`src/verilog/rbu_pkg.sv`:
```
`default_nettype none

package rbu_pkg;

  localparam int unsigned ADDR_W      = 32;
  localparam int unsigned BLOCK_BYTES = 32;
  localparam int unsigned BLOCK_LSB   = $clog2(BLOCK_BYTES);
  localparam int unsigned WORD_MASK_W = 2;
  localparam logic [3:0]  COND_RESET  = 4'h0;
  localparam logic [3:0]  COND_UNDEF  = 4'h0;
  localparam int unsigned COND_EQ_BIT = 1;

  typedef enum logic [1:0] {
    RBU_OP_LOAD_RESERVE,
    RBU_OP_STORE_COND,
    RBU_OP_BARRIER,
    RBU_OP_OTHER
  } rbu_op_t;

  typedef struct packed {
    logic              valid;
    rbu_op_t           op;
    logic              record_bit;
    logic [ADDR_W-1:0] addr;
  } rbu_req_t;

  typedef struct packed {
    logic       valid;
    logic       align_exc;
    logic       store_go;
    logic       cond_valid;
    logic [3:0] cond_field;
  } rbu_rsp_t;

endpackage : rbu_pkg

`default_nettype wire

```
`src/verilog/rbu_resv_track.sv`:
```
`timescale 1ns/10ps
`default_nettype none

module rbu_resv_track
#(
  parameter int unsigned ADDR_W    = 32,
  parameter int unsigned BLOCK_LSB = 5
)
(
  input  wire logic              clk_in,
  input  wire logic              rst_in,
  input  wire logic              set_in,
  input  wire logic              clear_in,
  input  wire logic              snoop_kill_in,
  input  wire logic [ADDR_W-1:0] set_addr_in,
  input  wire logic [ADDR_W-1:0] check_addr_in,
  output logic                   hit_out,
  output logic                   valid_out
);

  logic                        valid_reg;
  logic [ADDR_W-BLOCK_LSB-1:0] block_reg;

  // Whole-block tag compare
  always_ff @(posedge clk_in or posedge rst_in)
  begin
    if (rst_in)
    begin
      block_reg <= '0;
    end
    else if (set_in)
    begin
      block_reg <= set_addr_in[ADDR_W-1:BLOCK_LSB];
    end
  end

  // Set wins over a clear in the same cycle
  always_ff @(posedge clk_in or posedge rst_in)
  begin
    if (rst_in)
    begin
      valid_reg <= 1'b0;
    end
    else if (set_in)
    begin
      valid_reg <= 1'b1;
    end
    else if (clear_in || snoop_kill_in)
    begin
      valid_reg <= 1'b0;
    end
  end

  assign hit_out   = valid_reg && (block_reg == check_addr_in[ADDR_W-1:BLOCK_LSB]);
  assign valid_out = valid_reg;

endmodule : rbu_resv_track

`default_nettype wire

```
`src/verilog/rbu_top.sv`:
```
// Operation
// - Misaligned reserve-load or conditional-store address raises alignment exception.
// - Reservation covers a whole 32-byte block, not a single word.
// - Barrier may join earlier group; later dispatch blocked until barrier completes.
// - Prefetched instructions are kept when the barrier completes.
// - Barrier goes to load/store unit, which broadcasts it on bus.
// - Barrier or reserve-load with record bit set leaves condition field undefined.
// - Conditional store with record bit clear leaves condition field undefined.
`timescale 1ns/10ps
`default_nettype none

module rbu_top
(
  input  wire logic          clk_in,
  input  wire logic          rst_in,
  input  wire rbu_pkg::rbu_req_t req_in,
  input  wire logic          barrier_done_in,
  input  wire logic          snoop_kill_in,
  output var rbu_pkg::rbu_rsp_t rsp_out,
  output logic               dispatch_block_out,
  output logic               lsu_barrier_out,
  output logic               ibuf_flush_out,
  output logic [3:0]         cond_field_zero_out
);

  typedef enum logic [1:0] {RBU_IDLE, RBU_WAIT} rbu_state_t;

  rbu_state_t        state_reg;
  rbu_pkg::rbu_rsp_t rsp_reg;
  logic [3:0]        cond_reg;
  logic              lsu_barrier_reg;
  logic              is_lr;
  logic              is_sc;
  logic              is_bar;
  logic              misalign;
  logic              resv_hit;
  logic              resv_set;
  logic              resv_clear;
  logic              req_ok;

  assign req_ok   = req_in.valid && (state_reg == RBU_IDLE);
  assign is_lr    = req_ok && (req_in.op == rbu_pkg::RBU_OP_LOAD_RESERVE);
  assign is_sc    = req_ok && (req_in.op == rbu_pkg::RBU_OP_STORE_COND);
  assign is_bar   = req_ok && (req_in.op == rbu_pkg::RBU_OP_BARRIER);
  assign misalign = |req_in.addr[rbu_pkg::WORD_MASK_W-1:0];

  assign resv_set   = is_lr && !misalign;
  assign resv_clear = is_sc && !misalign;

  rbu_resv_track
  #(
    .ADDR_W    (rbu_pkg::ADDR_W),
    .BLOCK_LSB (rbu_pkg::BLOCK_LSB)
  )
  u_resv
  (
    .clk_in        (clk_in),
    .rst_in        (rst_in),
    .set_in        (resv_set),
    .clear_in      (resv_clear),
    .snoop_kill_in (snoop_kill_in),
    .set_addr_in   (req_in.addr),
    .check_addr_in (req_in.addr),
    .hit_out       (resv_hit),
    .valid_out     ()
  );

  // Barrier serialisation
  always_ff @(posedge clk_in or posedge rst_in)
  begin
    if (rst_in)
    begin
      state_reg <= RBU_IDLE;
    end
    else
    begin
      unique case (state_reg)
        RBU_IDLE:
        begin
          if (is_bar)
          begin
            state_reg <= RBU_WAIT;
          end
        end
        RBU_WAIT:
        begin
          if (barrier_done_in)
          begin
            state_reg <= RBU_IDLE;
          end
        end
        default:
        begin
          state_reg <= RBU_IDLE;
        end
      endcase
    end
  end

  // Combinational stall so the next group is held at once
  assign dispatch_block_out = is_bar || (state_reg == RBU_WAIT);
  // Prefetch buffer never purged here
  assign ibuf_flush_out = 1'b0;

  // One-cycle barrier request to the load/store unit
  always_ff @(posedge clk_in or posedge rst_in)
  begin
    if (rst_in)
    begin
      lsu_barrier_reg <= 1'b0;
    end
    else
    begin
      lsu_barrier_reg <= is_bar;
    end
  end
  assign lsu_barrier_out = lsu_barrier_reg;

  // Response and condition field
  always_ff @(posedge clk_in or posedge rst_in)
  begin
    if (rst_in)
    begin
      rsp_reg  <= '0;
      cond_reg <= rbu_pkg::COND_RESET;
    end
    else
    begin
      rsp_reg.valid      <= is_lr || is_sc || is_bar;
      rsp_reg.align_exc  <= (is_lr || is_sc) && misalign;
      rsp_reg.store_go   <= is_sc && !misalign && resv_hit;
      rsp_reg.cond_valid <= 1'b0;
      rsp_reg.cond_field <= cond_reg;
      if ((is_lr || is_bar) && req_in.record_bit)
      begin
        cond_reg           <= rbu_pkg::COND_UNDEF;
        rsp_reg.cond_valid <= 1'b1;
        rsp_reg.cond_field <= rbu_pkg::COND_UNDEF;
      end
      else if (is_sc && !misalign)
      begin
        if (req_in.record_bit)
        begin
          cond_reg <= {2'b00, resv_hit, 1'b0};
          rsp_reg.cond_field <= {2'b00, resv_hit, 1'b0};
        end
        else
        begin
          cond_reg <= rbu_pkg::COND_UNDEF;
          rsp_reg.cond_field <= rbu_pkg::COND_UNDEF;
        end
        rsp_reg.cond_valid <= 1'b1;
      end
    end
  end

  assign rsp_out             = rsp_reg;
  assign cond_field_zero_out = cond_reg;

  property p_misalign_exc;
    @(posedge clk_in) disable iff (rst_in)
      ((is_lr || is_sc) && misalign) |=> (rsp_out.align_exc && !rsp_out.store_go);
  endproperty
  a_misalign_exc: assert property (p_misalign_exc) else $error("missing alignment exception");

  property p_aligned_no_exc;
    @(posedge clk_in) disable iff (rst_in)
      ((is_lr || is_sc) && !misalign) |=> !rsp_out.align_exc;
  endproperty
  a_aligned_no_exc: assert property (p_aligned_no_exc) else $error("spurious alignment exception");

  property p_block_hit;
    @(posedge clk_in) disable iff (rst_in)
      (resv_set && !snoop_kill_in) ##1 (is_sc && !misalign && !snoop_kill_in &&
        (req_in.addr[31:5] == $past(req_in.addr[31:5]))) |=> rsp_out.store_go;
  endproperty
  a_block_hit: assert property (p_block_hit) else $error("block reservation missed");

  property p_bar_block;
    @(posedge clk_in) disable iff (rst_in)
      (dispatch_block_out && !barrier_done_in) |=> dispatch_block_out;
  endproperty
  a_bar_block: assert property (p_bar_block) else $error("dispatch not blocked");

  property p_no_flush;
    @(posedge clk_in) disable iff (rst_in)
      ($fell(state_reg == RBU_WAIT)) |-> !ibuf_flush_out;
  endproperty
  a_no_flush: assert property (p_no_flush) else $error("prefetch flushed");

  property p_lsu_bar;
    @(posedge clk_in) disable iff (rst_in)
      is_bar |=> (lsu_barrier_out ##1 !lsu_barrier_out);
  endproperty
  a_lsu_bar: assert property (p_lsu_bar) else $error("barrier not sent once");

  property p_sc_clears;
    @(posedge clk_in) disable iff (rst_in)
      (is_sc && !misalign) ##1 (is_sc && !misalign && !is_lr) |=> !rsp_out.store_go;
  endproperty
  a_sc_clears: assert property (p_sc_clears) else $error("reservation not cleared");

  property p_sc_report;
    @(posedge clk_in) disable iff (rst_in)
      (is_sc && !misalign && req_in.record_bit) |=>
        (rsp_out.cond_valid && (cond_field_zero_out[1] == rsp_out.store_go));
  endproperty
  a_sc_report: assert property (p_sc_report) else $error("bad store result");

  property p_undef_form;
    @(posedge clk_in) disable iff (rst_in)
      (((is_lr || is_bar) && req_in.record_bit) || (is_sc && !misalign && !req_in.record_bit))
        |=> rsp_out.cond_valid;
  endproperty
  a_undef_form: assert property (p_undef_form) else $error("undefined form not flagged");

  c_bar: cover property (@(posedge clk_in) disable iff (rst_in) is_bar ##[1:20] barrier_done_in);
  c_sc_ok: cover property (@(posedge clk_in) disable iff (rst_in) rsp_out.store_go);
  c_misal: cover property (@(posedge clk_in) disable iff (rst_in) rsp_out.align_exc);

endmodule : rbu_top

`default_nettype wire

```
`config.mk`:
```
export PLATFORM = sky130hd
export DESIGN_NAME = rbu_top
export DESIGN_NICKNAME = d
export VERILOG_FILES = /design/src/verilog/rbu_pkg.sv /design/src/verilog/rbu_resv_track.sv /design/src/verilog/rbu_top.sv
export SDC_FILE = /design/constraint.sdc
export NUM_CORES = 1
export LEC_CHECK = 0
export ABC_CLOCK_PERIOD_IN_PS = 2000
export BUFFER_PORTS_ARGS = -buffer_cell sky130_fd_sc_hd__buf_2
export CAP_MARGIN = 30
export CORE_MARGIN = 3
export CORE_UTILIZATION = 50
export DETAILED_ROUTE_END_ITERATION = 10
export GPL_ROUTABILITY_DRIVEN = 0
export PLACE_DENSITY = 0.84
export SLEW_MARGIN = 20
export SYNTH_ARGS = -nofsm -noshare
export SYNTH_HDL_FRONTEND = slang
export SYNTH_SLANG_ARGS = --single-unit
export TNS_END_PERCENT = 20
```
`constraint.sdc`:
```
create_clock -name clk_in -period 2 [get_ports clk_in]
set_clock_uncertainty 0.15 [all_clocks]
set_input_delay 0.3 -clock clk_in [delete_from_list [all_inputs] [get_ports clk_in]]
set_output_delay 0.3 -clock clk_in [all_outputs]
set_load 0.02 [all_outputs]
```
==> flow_metrics.env, run 1 <==
export IMPL_run_status="completed"
export IMPL_synth_async_sr_flop_share=1.00
export IMPL_min_from="req_in[29]"
export IMPL_worstSkewPairLatency_ns=0.33
export IMPL_setup_worst_path_end_class="primary output"
export IMPL_tritoncts="built"
export IMPL_p_leak_nw=1.01
export IMPL_post_cts_repair_setup_buffers=0
export IMPL_total_overflow_reported_by_the_global_router=0
export IMPL_worst_ep_arrival_time_ns=1.44
export IMPL_ir_drop_v=0.000466
export IMPL_regToRegSetupSlack_ns=0.26
export IMPL_initialDrtViolationCount=36
export IMPL_syn_inst_count=138
export IMPL_initial_antenna_violation_count=0
export IMPL_cpMaxStageDelayCell="sky130_fd_sc_hd__dfrtp_1"
export IMPL_totalNegativeSetupSlack_ns=0
export IMPL_cts_inserted_buffers=5
export IMPL_syn_avg_cell_area_um2=12.8
export IMPL_final_max_slew_viol_count=0
export IMPL_floorplan_die_width_um=65.5
export IMPL_syn_cell_area_um2=1770
export IMPL_drt_wl_total_um=3210
export IMPL_critPathLaunchType="register"
export IMPL_fill_cells=248
export IMPL_tritoncts_num_sinks=36
export IMPL_final_period_minus_worst_setup_slack_ns=1.89
export IMPL_grt_start_max_net_pins=37
export IMPL_rr_worst_depth=5
export IMPL_path_delay_family="simple AND/OR/NAND/NOR gates"
export IMPL_avgRoutedWirePerCell_um=13.7
export IMPL_cp_num_buf_inv=1
export IMPL_whs_path_depth=2
export IMPL_grt_pass1_wl_um=5520
export IMPL_hpwl_um=2420
export IMPL_power_density_nw_per_um2=859
export IMPL_yosysWarningCount=0
export IMPL_final_layout_size_suffix_gt1_frac=0.337
export IMPL_drt_pass1_iterations=4
export IMPL_critPathMostFrequentCell="sky130_fd_sc_hd__nand2_1"
export IMPL_synth_edff_count=0
export IMPL_worst_r2r_endpoint="u_resv.block_reg[9]"
export IMPL_setup_ws_ns=0.111
export IMPL_num_nets_final=229
export IMPL_io_pin_count=55
export IMPL_dominantRegCellSynth="sky130_fd_sc_hd__dfrtp_1"
export IMPL_via_count=1175
export IMPL_cts_buffer_depth=2
export IMPL_global_route_usage_total=0.174
export IMPL_coreArea_um2=3200
export IMPL_setup_violations_final=0
export IMPL_fp_dieH_um=65.5
export IMPL_cp_data_required_time_ns=1.55
export IMPL_crit_path_cell_trace="nand2b_1 > nor2_2 > nand2_1 > nand2_1 > buf_2"
export IMPL_detailedPlace_worstSlack_ns=0.242
export IMPL_dieArea_um2=4290
export IMPL_r2r_start="state_reg[0]"
export IMPL_sequential_to_total_area_share_from_yosys_stat=0.510
export IMPL_cts_root_buf="sky130_fd_sc_hd__clkbuf_4"
export IMPL_total_power_mw=1.79
export IMPL_synth_cell_types=26
export IMPL_final_hold_viol_count=0
export IMPL_fp_row_count=20
export IMPL_clock_transition_time_at_the_flip_flop_clock_pins_of_the_worst_setup_and_hold_paths_ns=0.10
export IMPL_numPortBuffers=44
export IMPL_detail_route_vias_per_cell=5.02
export IMPL_post_route_period_util=0.945
export IMPL_diodes_inserted=0
export IMPL_remaining_number_of_nets_flagged_by_the_antenna_check_after_routing=0
export IMPL_area_growth_syn_to_layout_pct=18.0
export IMPL_synth_seq_cells=36
export IMPL_largest_register_ff_count=27
export IMPL_clock_fmax_mhz=529
export IMPL_vias_in_the_first_global_route=1237
export IMPL_cp_max_fo=4
export IMPL_critical_path_class="reg -> out"
export IMPL_worst_hold_path_type="in -> reg"
export IMPL_cp_slowest_stage_delay_ns=0.38
export IMPL_destination_of_the_worst_hold_path="u_resv.block_reg[24]"
export IMPL_max_cap_viol_count=0
export IMPL_post_route_drc_count=0
export IMPL_cts_htree_levels=2
export IMPL_initial_core_util=0.552
==> cell usage after synthesis (all sizes together) (2+ instances only) <==
cell	n	share of area
buf	10	0.043
dfrtp	36	0.51
inv	4	0.0085
mux2	26	0.18
nand2	9	0.019
nand4	7	0.033
nor2	4	0.0085
nor3	2	0.012
o21ai	6	0.017
xnor2	24	0.12
xor2	2	0.0099
==> power by group <==
group          total [mW]  internal (mW)  switching (mW)  leakage (nW)
Combinational       0.423          0.247           0.176         0.522
Sequential          0.975          0.874           0.102         0.456
Clock               0.394          0.173           0.221        0.0326
Total                1.79           1.29           0.498          1.01
==> cell type report <==
type	instances	area [um^2]	share of cell area
flip-flops and latches	36	901	0.432
multi-input cells	94	801	0.384
repair buffers	48	255	0.122
clock buffers	8	58.8	0.0282
inverters	4	15.0	0.00720
well taps	44	55.1	0.0264
==> cell usage in the layout (no fill, tap or decap), drive strengths merged, types with 2 or more instances in the layout <==
| cell type | count |
|---|---|
| buf | 46 |
| clkbuf | 8 |
| conb | 7 |
| dfrtp | 36 |
| dlygate4sd3 | 2 |
| inv | 4 |
| mux2 | 26 |
| nand2 | 9 |
| nand4 | 7 |
| nor2 | 4 |
| nor3 | 2 |
| o21ai | 6 |
| xnor2 | 24 |
| xor2 | 2 |
==> how the worst max path moves through the flow <==
stage	start	to	slack, ns	cells past startpoint
after floorplan	state_reg[0]	u_resv.block_reg[11]	0.38	6
after global placement	req_in[1]	rsp_out[1]	0.30	6
after detailed placement	req_in[1]	rsp_out[1]	0.24	6
after CTS	state_reg[0]	dispatch_block_out	0.07	5
after global routing	state_reg[0]	dispatch_block_out	-0.01	5
final	state_reg[0]	dispatch_block_out	0.11	5
==> what timing repair did <==
action                                  CTS  global route
endpoints found under the setup margin    0             1
gates resized for setup                   0             1
hold buffers                              2             0
endpoints found under the hold margin    37             0
==> per-stage QoR <==
| stage | util | area [um^2] | hold slack (ns) | instances |
|---|---|---|---|---|
| after global placement | 0.626 | 2000 | 0.266 | 224 |
| after CTS | 0.650 | 2080 | 0.0293 | 234 |
| after floorplan | - | 1790 | 0.223 | 144 |
| after detailed placement | 0.626 | 2000 | 0.271 | 224 |
| final | 0.651 | 2090 | 0.0499 | 234 |
| after global routing | 0.651 | 2090 | 0.0299 | 234 |
==> logic make-up (layout without fill, tap and decap cells) <==
family          count (synthesis)  count (layout)  synth area share
mux                            26              26             0.180
other cells                     1               7           0.00212
simple gates                   27              27            0.0920
flops                          36              36             0.510
xor+xnor                       26              26             0.129
buf+inv                        14              60            0.0517
compound gates                  8               8            0.0354
==> layer usage <==
layer,part of all wire,up-vias,GRT usage
li1,-,560,-
met1,0.39,554,0.190
met2,0.51,48,0.300
met3,0.061,13,0.0564
met4,0.037,0,0.0933
met5,0,-,0
No activity file was read; power rests on OpenSTA's default activity.
==> run 2, diff against run 1 <==
--- a/config.mk
+++ b/config.mk
@@ -12,7 +12,7 @@
 export CORE_UTILIZATION = 50
 export DETAILED_ROUTE_END_ITERATION = 10
 export GPL_ROUTABILITY_DRIVEN = 0
-export PLACE_DENSITY = 0.84
+export PLACE_DENSITY = 0.82
 export SLEW_MARGIN = 20
 export SYNTH_ARGS = -nofsm -noshare
 export SYNTH_HDL_FRONTEND = slang
==> run 2 against run 1 <==
Sequential share of layout area unchanged. Worst hold slack worse by 0.012 ns. Maximum frequency up 2.4%. Critical path depth unchanged. Routed wire length down 1.3%. Via count down 3.2%. Setup slack better by 0.044 ns. Total power up 0.33%. Cell count unchanged. Register-to-register slack better by 0.04 ns. Flip-flop and latch count unchanged. First-iteration DRC count down 19%. Largest cell class unchanged.
==> flow_metrics.env, run 2 (same netlist as run 1, synthesis figures left out) <==
export IMPL_fp_row_count=20
export IMPL_setup_worst_path_start="state_reg[0]"
export IMPL_tritoncts="built"
export IMPL_detailedPlace_worstSlack_ns=0.237
export IMPL_setup_violations_final=0
export IMPL_cts_root_buf="sky130_fd_sc_hd__clkbuf_4"
export IMPL_io_pin_count=55
export IMPL_initial_antenna_violation_count=0
export IMPL_whs_path_depth=2
export IMPL_cts_inserted_buffers=5
export IMPL_final_max_slew_viol_count=0
export IMPL_critical_path_class="reg -> out"
export IMPL_initial_core_util=0.552
export IMPL_initialDrtViolationCount=29
export IMPL_largest_register_ff_count=27
export IMPL_diodes_inserted=0
export IMPL_numPortBuffers=44
export IMPL_grt_start_max_net_pins=37
export IMPL_power_density_nw_per_um2=862
export IMPL_remaining_number_of_nets_flagged_by_the_antenna_check_after_routing=0
export IMPL_path_delay_family="simple AND/OR/NAND/NOR gates"
export IMPL_grt_setup_unrepaired="false"
export IMPL_post_cts_repair_setup_buffers=0
export IMPL_critPathMostFrequentCell="sky130_fd_sc_hd__nand2_1"
export IMPL_regToRegSetupSlack_ns=0.30
export IMPL_fill_cells=278
export IMPL_layout_cells_most_common_list="44 x sky130_fd_sc_hd__buf_2, 36 x sky130_fd_sc_hd__dfrtp_1, 24 x sky130_fd_sc_hd__xnor2_1, 19 x sky130_fd_sc_hd__mux2_1, 9 x sky130_fd_sc_hd__nand2_1"
export IMPL_grt_pass1_wl_um=5340
export IMPL_worstSkewPairLatency_ns=0.34
export IMPL_drt_pass1_iterations=4
export IMPL_final_common_cell="sky130_fd_sc_hd__buf_2"
export IMPL_worst_ep_arrival_time_ns=1.40
export IMPL_num_nets_final=229
export IMPL_cp_data_required_time_ns=1.55
export IMPL_hpwl_um=2440
export IMPL_via_count=1137
export IMPL_ir_drop_v=0.000563
export IMPL_setup_worst_path_end_class="primary output"
export IMPL_final_hold_viol_count=0
export IMPL_dieArea_um2=4290
export IMPL_cp_slowest_stage_delay_ns=0.39
export IMPL_worst_hold_path_type="in -> reg"
export IMPL_avgRoutedWirePerCell_um=13.5
export IMPL_min_from="req_in[22]"
export IMPL_cts_buffer_depth=2
export IMPL_rr_worst_depth=5
export IMPL_cts_htree_levels=2
export IMPL_final_period_minus_worst_setup_slack_ns=1.85
export IMPL_detail_route_vias_per_cell=4.86
export IMPL_total_overflow_reported_by_the_global_router=0
export IMPL_floorplan_die_width_um=65.5
export IMPL_vias_in_the_first_global_route=1221
export IMPL_totalNegativeSetupSlack_ns=0
export IMPL_crit_path_cell_trace="nand2b_1 > nor2_2 > nand2_1 > nand2_1 > buf_2"
export IMPL_destination_of_the_worst_hold_path="u_resv.block_reg[17]"
export IMPL_p_leak_nw=1.01
export IMPL_worst_r2r_endpoint="u_resv.block_reg[1]"
export IMPL_cpMaxStageDelayCell="sky130_fd_sc_hd__dfrtp_1"
export IMPL_setup_ws_ns=0.155
export IMPL_cp_num_buf_inv=1
export IMPL_max_cap_viol_count=0
export IMPL_clock_transition_time_at_the_flip_flop_clock_pins_of_the_worst_setup_and_hold_paths_ns=0.10
export IMPL_global_route_usage_total=0.169
export IMPL_run_status="completed"
export IMPL_final_layout_size_suffix_gt1_frac=0.337
export IMPL_fp_dieH_um=65.5
export IMPL_post_route_drc_count=0
export IMPL_worst_hold_slack_ns=0.0381
export IMPL_drt_wl_total_um=3170
export IMPL_tritoncts_num_sinks=36
export IMPL_clock_fmax_mhz=542
export IMPL_cp_max_fo=4
export IMPL_r2r_start="state_reg[0]"
export IMPL_post_route_period_util=0.923
export IMPL_area_growth_syn_to_layout_pct=18.0
export IMPL_coreArea_um2=3200
export IMPL_critPathLaunchType="register"
==> run 2: cell counts in the layout (fill, tap and decap cells not counted) <==
Identical to the previous run, type by type.
==> run 2: routing by layer <==
layer | routed length, um | up-vias | global-route usage
li1 | - | 558 | -
met1 | 1200 | 535 | 0.185
met2 | 1700 | 37 | 0.305
met3 | 193 | 7 | 0.0376
met4 | 74 | 0 | 0.0855
met5 | 0 | - | 0
==> run 2: report_power, final <==
group,internal [mW],switching (mW)
clock,0.173,0.227
sequential,0.874,0.102
combinational,0.247,0.175
total,1.29,0.504
==> run 2: layout make-up <==
| class | instances | area, um^2 | share of cell area |
|---|---|---|---|
| multi-input combinational | 94 | 801 | 0.384 |
| tap | 44 | 55.1 | 0.0264 |
| clock buffer | 8 | 58.8 | 0.0282 |
| sequential | 36 | 901 | 0.432 |
| inverter | 4 | 15.0 | 0.00720 |
| timing repair buffer | 48 | 255 | 0.122 |
==> run 2: worst max path at each step <==
stage | to | depth (start not counted)
finish | dispatch_block_out | 5
floorplan | u_resv.block_reg[11] | 6
global placement | rsp_out[1] | 6
CTS | dispatch_block_out | 5
detailed placement | cond_field_zero_out[1] | 6
global route | dispatch_block_out | 5
==> run 2: stage by stage <==
stage / cells / utilization / area, um^2 / total power, mW
floorplan: 144 / - / 1790 / 1.30
global placement: 224 / 0.626 / 2000 / 1.38
detailed placement: 224 / 0.626 / 2000 / 1.42
CTS: 234 / 0.650 / 2080 / 1.82
global route: 234 / 0.651 / 2090 / 1.92
finish: 234 / 0.651 / 2090 / 1.80
==> run 2: what timing repair did <==
action                                  4_1_cts  5_1_grt
hold buffers                                  2        0
endpoints found under the setup margin        0        1
gates resized for setup                       0        1
hold endpoints to repair                     37        0
